**config.mk**
```make
export PLATFORM = sky130hd
export DESIGN_NAME = ipd_top
export DESIGN_NICKNAME = d
export VERILOG_FILES = /design/src/rtl/ipd_pkg.sv /design/src/rtl/ipd_settle.sv /design/src/rtl/ipd_top.sv
export SDC_FILE = /design/constraint.sdc
export NUM_CORES = 1
export LEC_CHECK = 0
export ABC_CLOCK_PERIOD_IN_PS = 2950
export BUFFER_PORTS_ARGS = -buffer_cell sky130_fd_sc_hd__buf_2
export CAP_MARGIN = 0
export CORE_UTILIZATION = 30
export CTS_CLUSTER_SIZE = 30
export DETAILED_ROUTE_END_ITERATION = 10
export GPL_TIMING_DRIVEN = 0
export PLACE_DENSITY = 0.64
export SKIP_CTS_REPAIR_TIMING = 1
export SLEW_MARGIN = 25
export SYNTH_ARGS = -nofsm -noshare
export SYNTH_HDL_FRONTEND = slang
export SYNTH_SLANG_ARGS = --single-unit
```
**constraint.sdc**
```tcl
create_clock -name mclk -period 2.95 [get_ports mclk]
set_input_delay 0.295 -clock mclk [delete_from_list [all_inputs] [get_ports mclk]]
set_output_delay 0.295 -clock mclk [all_outputs]
set_load 0.01 [all_outputs]
```
**src/rtl/ipd_pkg.sv**
```systemverilog
package ipd_pkg;

   // ==========================================================
   // Register indices (byte address is four times the index)
   // ==========================================================
   localparam logic [7:0] PWR_CTL_IDX    = 8'h87;
   localparam logic [7:0] SCFG_IDX       = 8'hBF;
   localparam logic [7:0] STAT_IDX       = 8'h01;

   // ==========================================================
   // Field positions
   // ==========================================================
   localparam int         PC_IDLE_BIT    = 0;
   localparam int         PC_PWRDN_BIT   = 1;
   localparam int         PC_GF_LO_BIT   = 2;
   localparam int         PC_GF_HI_BIT   = 3;
   localparam int         PC_BAUD_BIT    = 7;
   localparam int         SC_WAKE_EN_BIT = 4;
   localparam int         ST_WAKE_A_BIT  = 0;
   localparam int         ST_WAKE_B_BIT  = 1;
   localparam int         ST_WAKE_R_BIT  = 2;

   // ==========================================================
   // Reset values and masks
   // ==========================================================
   localparam logic [7:0] PWR_CTL_RST    = 8'h00;
   // Idle pin levels {reset, pin b, pin a}: reset low, interrupt pins high
   localparam logic [2:0] PIN_IDLE       = 3'h3;
   localparam logic [7:0] SCFG_RST       = 8'h02;
   localparam logic [7:0] SCFG_WMASK     = 8'h13;
   localparam logic [2:0] HSIZE_WORD     = 3'h2;

   // ==========================================================
   // Timing
   // ==========================================================
   localparam int         CLK_FREQ_MHZ   = 125;
   localparam int         SETTLE_NS      = 2000;
   localparam int         SETTLE_CYC     = (SETTLE_NS * CLK_FREQ_MHZ + 999) / 1000;
   localparam logic [7:0] SETTLE_LAST    = 8'(SETTLE_CYC - 1);

   // ==========================================================
   // Types
   // ==========================================================
   typedef enum logic [3:0] {
      ST_RUN    = 4'b0001,
      ST_IDLE   = 4'b0010,
      ST_PDOWN  = 4'b0100,
      ST_SETTLE = 4'b1000
   } ipd_state_e;

   typedef struct packed {
      logic hold;
      logic ale;
      logic pss;
      logic port0_float;
      logic port2_addr;
   } ipd_pins_s;

endpackage : ipd_pkg

```
**src/rtl/ipd_settle.sv**
```systemverilog
`timescale 1ns/1ps

// Counts the restarted oscillator through its settling time
module ipd_settle
   import ipd_pkg::*;
(
   // Clock and reset
   input  wire logic mclk,
   input  wire logic resetn,
   input  wire logic clk_en,
   // Control
   input  wire logic run,
   output wire logic done
);

   logic [7:0] cnt_ff;
   logic [7:0] nxt_cnt;

   // Restarts from zero whenever a new settle window opens
   assign nxt_cnt = (run && cnt_ff != SETTLE_LAST) ? cnt_ff + 8'h01 : 8'h00;
   assign done    = run && (cnt_ff == SETTLE_LAST);

   always_ff @(posedge mclk or negedge resetn)
   begin
      if (!resetn)
         cnt_ff <= 8'h00;
      else if (clk_en)
         cnt_ff <= nxt_cnt;
   end

endmodule : ipd_settle

```
**src/rtl/ipd_top.sv**
```systemverilog
// Added by the designer: register access over AHB-Lite.
`timescale 1ns/1ps

module ipd_top
   import ipd_pkg::*;
(
   // Clock and reset
   input  wire logic        mclk,
   input  wire logic        resetn,
   input  wire logic        clk_en,
   // AHB-Lite slave
   input  wire logic        hsel,
   input  wire logic [31:0] haddr,
   input  wire logic [1:0]  htrans,
   input  wire logic        hwrite,
   input  wire logic [2:0]  hsize,
   input  wire logic [31:0] hwdata,
   input  wire logic        hready,
   output wire logic        hreadyout,
   output wire logic [31:0] hrdata,
   output wire logic        hresp,
   // Pins
   input  wire logic        ext_irq_pin_a,
   input  wire logic        ext_irq_pin_b,
   input  wire logic        reset_pin,
   // Interrupt controller and core
   input  wire logic        global_irq_enable,
   input  wire logic        ext_irq_a_enable,
   input  wire logic        ext_irq_b_enable,
   input  wire logic        irq_pending,
   input  wire logic        ext_prog_mem,
   // Clock and reset control
   output wire logic        cpu_clk_en,
   output wire logic        periph_clk_en,
   output wire logic        osc_en,
   output wire logic        core_reset,
   output wire logic        wake_irq_a,
   output wire logic        wake_irq_b,
   // Pin state and config
   output wire logic        baud_double_bit,
   output wire ipd_pins_s   pin_ctl
);

   // ==========================================================
   // Pin synchronisers
   // ==========================================================
   logic [2:0] sync1_ff;
   logic [2:0] sync2_ff;
   wire  [2:0] pins_raw = {reset_pin, ext_irq_pin_b, ext_irq_pin_a};

   always_ff @(posedge mclk or negedge resetn)
   begin
      if (!resetn)
      begin
         // Idle levels, so no false wake or core reset follows reset
         sync1_ff <= PIN_IDLE;
         sync2_ff <= PIN_IDLE;
      end
      else if (clk_en)
      begin
         sync1_ff <= pins_raw;
         sync2_ff <= sync1_ff;
      end
   end

   wire pin_a_low = !sync2_ff[0];
   wire pin_b_low = !sync2_ff[1];
   wire rst_pin_s = sync2_ff[2];

   // ==========================================================
   // Bus decode
   // ==========================================================
   logic       wr_ph_ff;
   logic       rd_ph_ff;
   logic [7:0] idx_ff;
   logic [31:0] hrdata_ff;

   wire       addr_take = hsel && htrans[1] && hready && clk_en && (hsize == HSIZE_WORD);
   wire       mapped    = (haddr[31:10] == 22'h0) && (haddr[1:0] == 2'h0);
   wire [7:0] addr_idx  = haddr[9:2];
   wire       wr_now    = wr_ph_ff && clk_en;
   wire       wr_ctl    = wr_now && (idx_ff == PWR_CTL_IDX);
   wire       wr_scfg   = wr_now && (idx_ff == SCFG_IDX);
   wire       wr_stat   = wr_now && (idx_ff == STAT_IDX);
   wire [7:0] wdat      = hwdata[7:0];

   // Stalls the bus while state is frozen, so no transfer is half taken
   assign hreadyout = clk_en;
   assign hresp     = 1'b0;
   assign hrdata    = hrdata_ff;

   // ==========================================================
   // Registers and mode state
   // ==========================================================
   ipd_state_e state_ff;
   ipd_state_e nxt_state;
   logic       baud_ff, gf_hi_ff, gf_lo_ff;
   logic       nxt_baud, nxt_gf_hi, nxt_gf_lo;
   logic [7:0] scfg_ff;
   logic [7:0] nxt_scfg;
   logic [2:0] wflag_ff;
   logic [2:0] nxt_wflag;
   logic [1:0] src_ff;
   logic [1:0] nxt_src;
   logic       wake_a_ff, wake_b_ff;
   ipd_pins_s  pin_ff;
   ipd_pins_s  nxt_pin;
   logic [31:0] nxt_rdata;
   wire        settle_done;

   wire st_run    = (state_ff == ST_RUN);
   wire st_idle   = (state_ff == ST_IDLE);
   wire st_pdown  = (state_ff == ST_PDOWN);
   wire st_settle = (state_ff == ST_SETTLE);

   wire wake_en   = scfg_ff[SC_WAKE_EN_BIT] && global_irq_enable;
   wire wake_a    = wake_en && ext_irq_a_enable && pin_a_low;
   wire wake_b    = wake_en && ext_irq_b_enable && pin_b_low;
   wire go_pd     = st_run && wr_ctl && wdat[PC_PWRDN_BIT];
   wire go_idle   = st_run && wr_ctl && wdat[PC_IDLE_BIT];
   wire sw_wr_ok  = st_run && !rst_pin_s;
   wire sw_ctl_wr = sw_wr_ok && wr_ctl;

   always_comb
   begin
      nxt_state = state_ff;
      if (rst_pin_s)
         nxt_state = ST_RUN;
      else
         unique case (state_ff)
            ST_RUN:
               if (go_pd)
                  nxt_state = ST_PDOWN;
               else if (go_idle)
                  nxt_state = ST_IDLE;
            ST_IDLE:
               if (irq_pending)
                  nxt_state = ST_RUN;
            ST_PDOWN:
               if (wake_a || wake_b)
                  nxt_state = ST_SETTLE;
            ST_SETTLE:
               if (settle_done)
                  nxt_state = ST_RUN;
            default:
               nxt_state = ST_RUN;
         endcase
   end

   // Plain storage flags; the internal reset from the pin clears them too
   assign nxt_gf_hi = rst_pin_s ? 1'b0 : sw_ctl_wr ? wdat[PC_GF_HI_BIT] : gf_hi_ff;
   assign nxt_gf_lo = rst_pin_s ? 1'b0 : sw_ctl_wr ? wdat[PC_GF_LO_BIT] : gf_lo_ff;
   assign nxt_baud  = rst_pin_s ? 1'b0 : sw_ctl_wr ? wdat[PC_BAUD_BIT] : baud_ff;
   assign nxt_scfg  = rst_pin_s ? SCFG_RST :
                      (sw_wr_ok && wr_scfg) ? (wdat & SCFG_WMASK) : scfg_ff;

   // Pin source remembered while the oscillator settles
   assign nxt_src = (st_pdown && !rst_pin_s && (wake_a || wake_b)) ? {wake_b, wake_a} : src_ff;

   wire done_a = st_settle && settle_done && !rst_pin_s && src_ff[0];
   wire done_b = st_settle && settle_done && !rst_pin_s && src_ff[1];
   wire wake_r = st_pdown && rst_pin_s;

   // Wake causes: write one to clear, a new cause in that cycle wins
   wire [2:0] wclr = (sw_wr_ok && wr_stat) ? wdat[2:0] : 3'h0;
   wire [2:0] wset = {wake_r, done_b, done_a};
   assign nxt_wflag = (wflag_ff & ~wclr) | wset;

   // Strobe and port state follow the mode in the same cycle as state_ff
   always_comb
   begin
      nxt_pin             = '0;
      nxt_pin.hold        = (nxt_state == ST_IDLE) || (nxt_state == ST_PDOWN);
      nxt_pin.ale         = (nxt_state == ST_IDLE);
      nxt_pin.pss         = (nxt_state == ST_IDLE);
      nxt_pin.port0_float = nxt_pin.hold && ext_prog_mem;
      nxt_pin.port2_addr  = (nxt_state == ST_IDLE) && ext_prog_mem;
   end

   // Read data reflect a write landing in the same cycle
   wire [7:0] pwr_ctl_rd = {nxt_baud, 3'h0, nxt_gf_hi, nxt_gf_lo, 2'h0};
   wire [7:0] rd_sel     = (addr_idx == PWR_CTL_IDX) ? pwr_ctl_rd :
                        (addr_idx == SCFG_IDX) ? nxt_scfg :
                        (addr_idx == STAT_IDX) ? {5'h0, nxt_wflag} : 8'h00;
   assign nxt_rdata = (addr_take && !hwrite && mapped) ? {24'h0, rd_sel} : 32'h0;

   always_ff @(posedge mclk or negedge resetn)
   begin
      if (!resetn)
      begin
         state_ff  <= ST_RUN;
         baud_ff   <= PWR_CTL_RST[PC_BAUD_BIT];
         gf_hi_ff  <= PWR_CTL_RST[PC_GF_HI_BIT];
         gf_lo_ff  <= PWR_CTL_RST[PC_GF_LO_BIT];
         scfg_ff   <= SCFG_RST;
         wflag_ff  <= 3'h0;
         src_ff    <= 2'h0;
         wake_a_ff <= 1'b0;
         wake_b_ff <= 1'b0;
         pin_ff    <= '0;
         wr_ph_ff  <= 1'b0;
         rd_ph_ff  <= 1'b0;
         idx_ff    <= 8'h00;
         hrdata_ff <= 32'h0;
      end
      else if (clk_en)
      begin
         state_ff  <= nxt_state;
         baud_ff   <= nxt_baud;
         gf_hi_ff  <= nxt_gf_hi;
         gf_lo_ff  <= nxt_gf_lo;
         scfg_ff   <= nxt_scfg;
         wflag_ff  <= nxt_wflag;
         src_ff    <= nxt_src;
         wake_a_ff <= done_a;
         wake_b_ff <= done_b;
         pin_ff    <= nxt_pin;
         wr_ph_ff  <= addr_take && hwrite && mapped;
         rd_ph_ff  <= addr_take && !hwrite && mapped && (addr_idx == PWR_CTL_IDX);
         idx_ff    <= addr_idx;
         hrdata_ff <= nxt_rdata;
      end
   end

   ipd_settle u_settle (
      .mclk   (mclk),
      .resetn (resetn),
      .clk_en (clk_en),
      .run    (st_settle),
      .done   (settle_done)
   );

   // ==========================================================
   // Outputs
   // ==========================================================
   assign cpu_clk_en      = st_run;
   assign periph_clk_en   = st_run || st_idle;
   assign osc_en          = !st_pdown;
   assign core_reset      = rst_pin_s;
   assign wake_irq_a      = wake_a_ff;
   assign wake_irq_b      = wake_b_ff;
   assign baud_double_bit = baud_ff;
   assign pin_ctl         = pin_ff;

   // ==========================================================
   // Assertions
   // ==========================================================
   localparam int SETTLE_MAX = 260;
endmodule : ipd_top

```
==> impl_metrics.py <==
metrics = {
    "sta": {
        "fin_setup_tns_ns": 0,
        "clock_skew_ns": 0.00747,
        "finalSetupViolations": 0,
        "fin_crit_ns": 2.33,
        "rsz0062_at_grt": "no",
        "drv_slew": 0,
        "period_share_pct": 78.9,
        "fin_ws_ns": 0.623,
        "hold_viol_final": 0,
        "relSlewSlack_pct": 51.2,
        "fin_hold_ws_ns": 0.0167,
        "tightest_slew_ns": 0.731,
        "max_freq_mhz": 430,
    },
    "drt": {
        "drt_pre_antenna_iters": 4,
        "avgViaCountPerCell": 4.70,
        "drt_iter0_drc": 186,
        "via_count": 2596,
        "drcViolationCount": 0,
        "routed_wl_um": 7500,
        "routedWlPerCell_um": 13.6,
        "postRouteAntennaNets": 0,
    },
    "flow_run": {
        "max_cap_violations": 0,
    },
    "grt": {
        "gr-usage-all-layers_pct": 15.5,
        "grt_pass1_vias": 2486,
        "antenna_found_initial": 0,
        "grt_overflow_total": 0,
        "grt_pass1_wl_um": 12300,
        "grt_max_degree": 58,
    },
    "die": {
        "pin_count": 129,
        "die_area_um2": 10400,
        "start_util_pct": 30.8,
        "row_count": 36,
        "die_h_um": 102,
        "coreArea_um2": 9730,
        "die_x_um": 102,
    },
    "yosys": {
        "synth_top_family_by_area": "simple AND/OR/NAND/NOR gates",
        "synth_edf_count": 0,
        "synth_compound_area_share_pct": 14.3,
        "ys_seq_area_share_pct": 47.8,
        "synth_fa_ha_area_share_pct": 0.834,
        "yosys.cell_types.count": 53,
        "ys.flop_type": "dfrtp_1",
        "ys_seq_elements": 57,
        "synthMuxAreaShare_pct": 7.01,
        "synth.avg_cell_area_um2": 9.90,
        "synthArstFlopShare_pct": 100,
        "yosys.area_share.simple_pct": 18.4,
        "synth_xor_area_share_pct": 1.46,
        "syn_inst": 303,
        "yosys_warnings": 0,
        "syn_area_um2": 3000,
    },
    "worst_hold_path": {
        "hp-class": "in2async",
    },
    "layout": {
        "final.fill_count": 990,
        "area_growth_pct": 27.7,
        "register_area_um2": 1430,
        "final_nets": 499,
        "multiInputGateArea_um2": 1360,
        "insertedDiodeCount": 0,
        "drive_gt1_share_pct": 35.6,
    },
    "placement": {
        "pre_cts_slack_ns": 0.488,
        "hpwl_um": 5660,
        "globalplace.congestion": 0.866,
        "port_buffers": 76,
    },
    "status": {
        "status": "completed",
    },
    "setup_path": {
        "critPathMaxFanout": 8,
        "cp-start-kind": "register",
        "rrSetupSlack_ns": 0.62,
        "worstSetupPathType": "reg2reg",
        "endpoint_kind": "register",
        "cp.required_ns": 3.20,
        "crit_arrival_ns": 2.58,
    },
    "clocking": {
        "root_buffer": "clkbuf_8",
        "numCtsBuffers": 9,
        "worstSkewPairLatency_ns": 0.34,
        "tritoncts": "yes",
        "clk_pin_slew_ns": 0.07,
        "cts_buffer_depth": 2,
        "h-tree-depth": 3,
        "cts.sinks": 57,
    },
    "power": {
        "leakage_nw": 1.80,
        "power_density_nw_per_um2": 449,
        "ir_drop_v": 0.000247,
    },
}
[layer usage]
metal	up-vias	track usage, %	part of all wire (%)
li1	1265	-	-
met1	1227	20.0	44
met2	85	23.9	46
met3	19	4.04	6.1
met4	0	8.57	3.1
met5	-	0	0
[layout make-up]
cell class              count  area share (%)
flip-flops and latches     57            37.5
multi-input cells         216            35.5
inverters                  20            1.96
clock inverters             3           0.392
repair buffers             76            10.0
clock buffers              13            4.41
well taps                 133            4.35
plain buffers              34            5.98
[path summary, 6_finish.rpt]
check | to | start | cells past startpoint
worst min register to register | wake_irq_b | wake_irq_b | 2
max in group asynchronous | pin_ctl[0] | resetn | 1
min in group mclk | sync1_ff[1] | ext_irq_pin_b | 2
worst min-delay path | u_settle.cnt_ff[6] | resetn | 1
worst max register to register | hrdata[2] | state_ff[0] | 5
worst max-delay path | hrdata[2] | state_ff[0] | 5
[registers in the layout, summed over array words and instances (netlist names), 2 cells and up]
signal / cells
hrdata: 8
idx_ff: 8
scfg_ff: 8
u_settle.cnt_ff: 8
pin_ctl: 4
state_ff: 4
sync1_ff: 3
sync2_ff: 3
wflag_ff: 3
src_ff: 2
[power by group]
| part | switching (mW) | internal, mW | total (mW) | leakage, nW |
|---|---|---|---|---|
| combinational | 0.113 | 0.0920 | 0.205 | 0.963 |
| sequential | 0.0187 | 0.816 | 0.835 | 0.740 |
| clock | 0.310 | 0.369 | 0.680 | 0.0992 |
[through the flow]
stage	power, mW	cells	util [%]	instance area, um2
2_1_floorplan	0.964	327	-	3090
6_report	1.72	552	39.4	3830
5_1_grt	1.80	552	39.4	3830
3_3_place_gp	1.04	536	37.4	3640
3_5_place_dp	1.05	536	37.4	3640
4_1_cts	1.73	552	39.3	3820
[cell usage in the layout, fill, tap and decap left out, types with 4 or more instances in the layout]
| cell | netlist | layout |
|---|---|---|
| dfstp_2 | 6 | 6 |
| o2bb2ai_1 | 5 | 5 |
| nor4_1 | 8 | 7 |
| nor2_1 | 13 | 13 |
| inv_1 | 20 | 20 |
| mux2_2 | 16 | 16 |
| o211ai_1 | 4 | 4 |
| buf_2 | 0 | 75 |
| o21ai_0 | 21 | 21 |
| nand2b_1 | 5 | 5 |
| nor2b_1 | 5 | 5 |
| and2_1 | 6 | 6 |
| nand3_1 | 8 | 8 |
| dfrtp_1 | 51 | 51 |
| clkbuf_1 | 5 | 6 |
| clkbuf_8 | 0 | 12 |
| nor3_1 | 10 | 10 |
| buf_4 | 27 | 28 |
| nand2_1 | 24 | 24 |
| nand4_1 | 5 | 5 |
| conb_1 | 1 | 25 |
| a21oi_1 | 10 | 10 |
[cell families after synthesis]
family	Yosys count
buffers and inverters	54
and+or+nand+nor	100
adders and majority gates	2
muxes	19
DFF	57
other	1
xor gates and xnor gates	5
AOI/OAI and AO/OA	65
[worst max-delay path, stage by stage (launching register included)]
cell and delay, ns:
dfstp_2 0.60, or4b_4 0.52, or3_4 0.38, nor2_4 0.19, mux2_2 0.37, o211ai_1 0.18
[cells in the mapped netlist, types with 4 or more instances]
| cell | count | share of area (%) |
|---|---|---|
| a21oi_1 | 10 | 1.7 |
| and2_1 | 6 | 1.3 |
| buf_4 | 27 | 6.8 |
| clkbuf_1 | 5 | 0.63 |
| dfrtp_1 | 51 | 43 |
| dfstp_2 | 6 | 5.3 |
| inv_1 | 20 | 2.5 |
| mux2_2 | 16 | 6.0 |
| nand2_1 | 24 | 3.0 |
| nand2b_1 | 5 | 1.0 |
| nand3_1 | 8 | 1.3 |
| nand4_1 | 5 | 1.0 |
| nor2_1 | 13 | 1.6 |
| nor2b_1 | 5 | 1.0 |
| nor3_1 | 10 | 1.7 |
| nor4_1 | 8 | 1.7 |
| o211ai_1 | 4 | 1.0 |
| o21ai_0 | 21 | 3.5 |
| o2bb2ai_1 | 5 | 1.5 |
No activity file was read; power rests on OpenSTA's default activity.
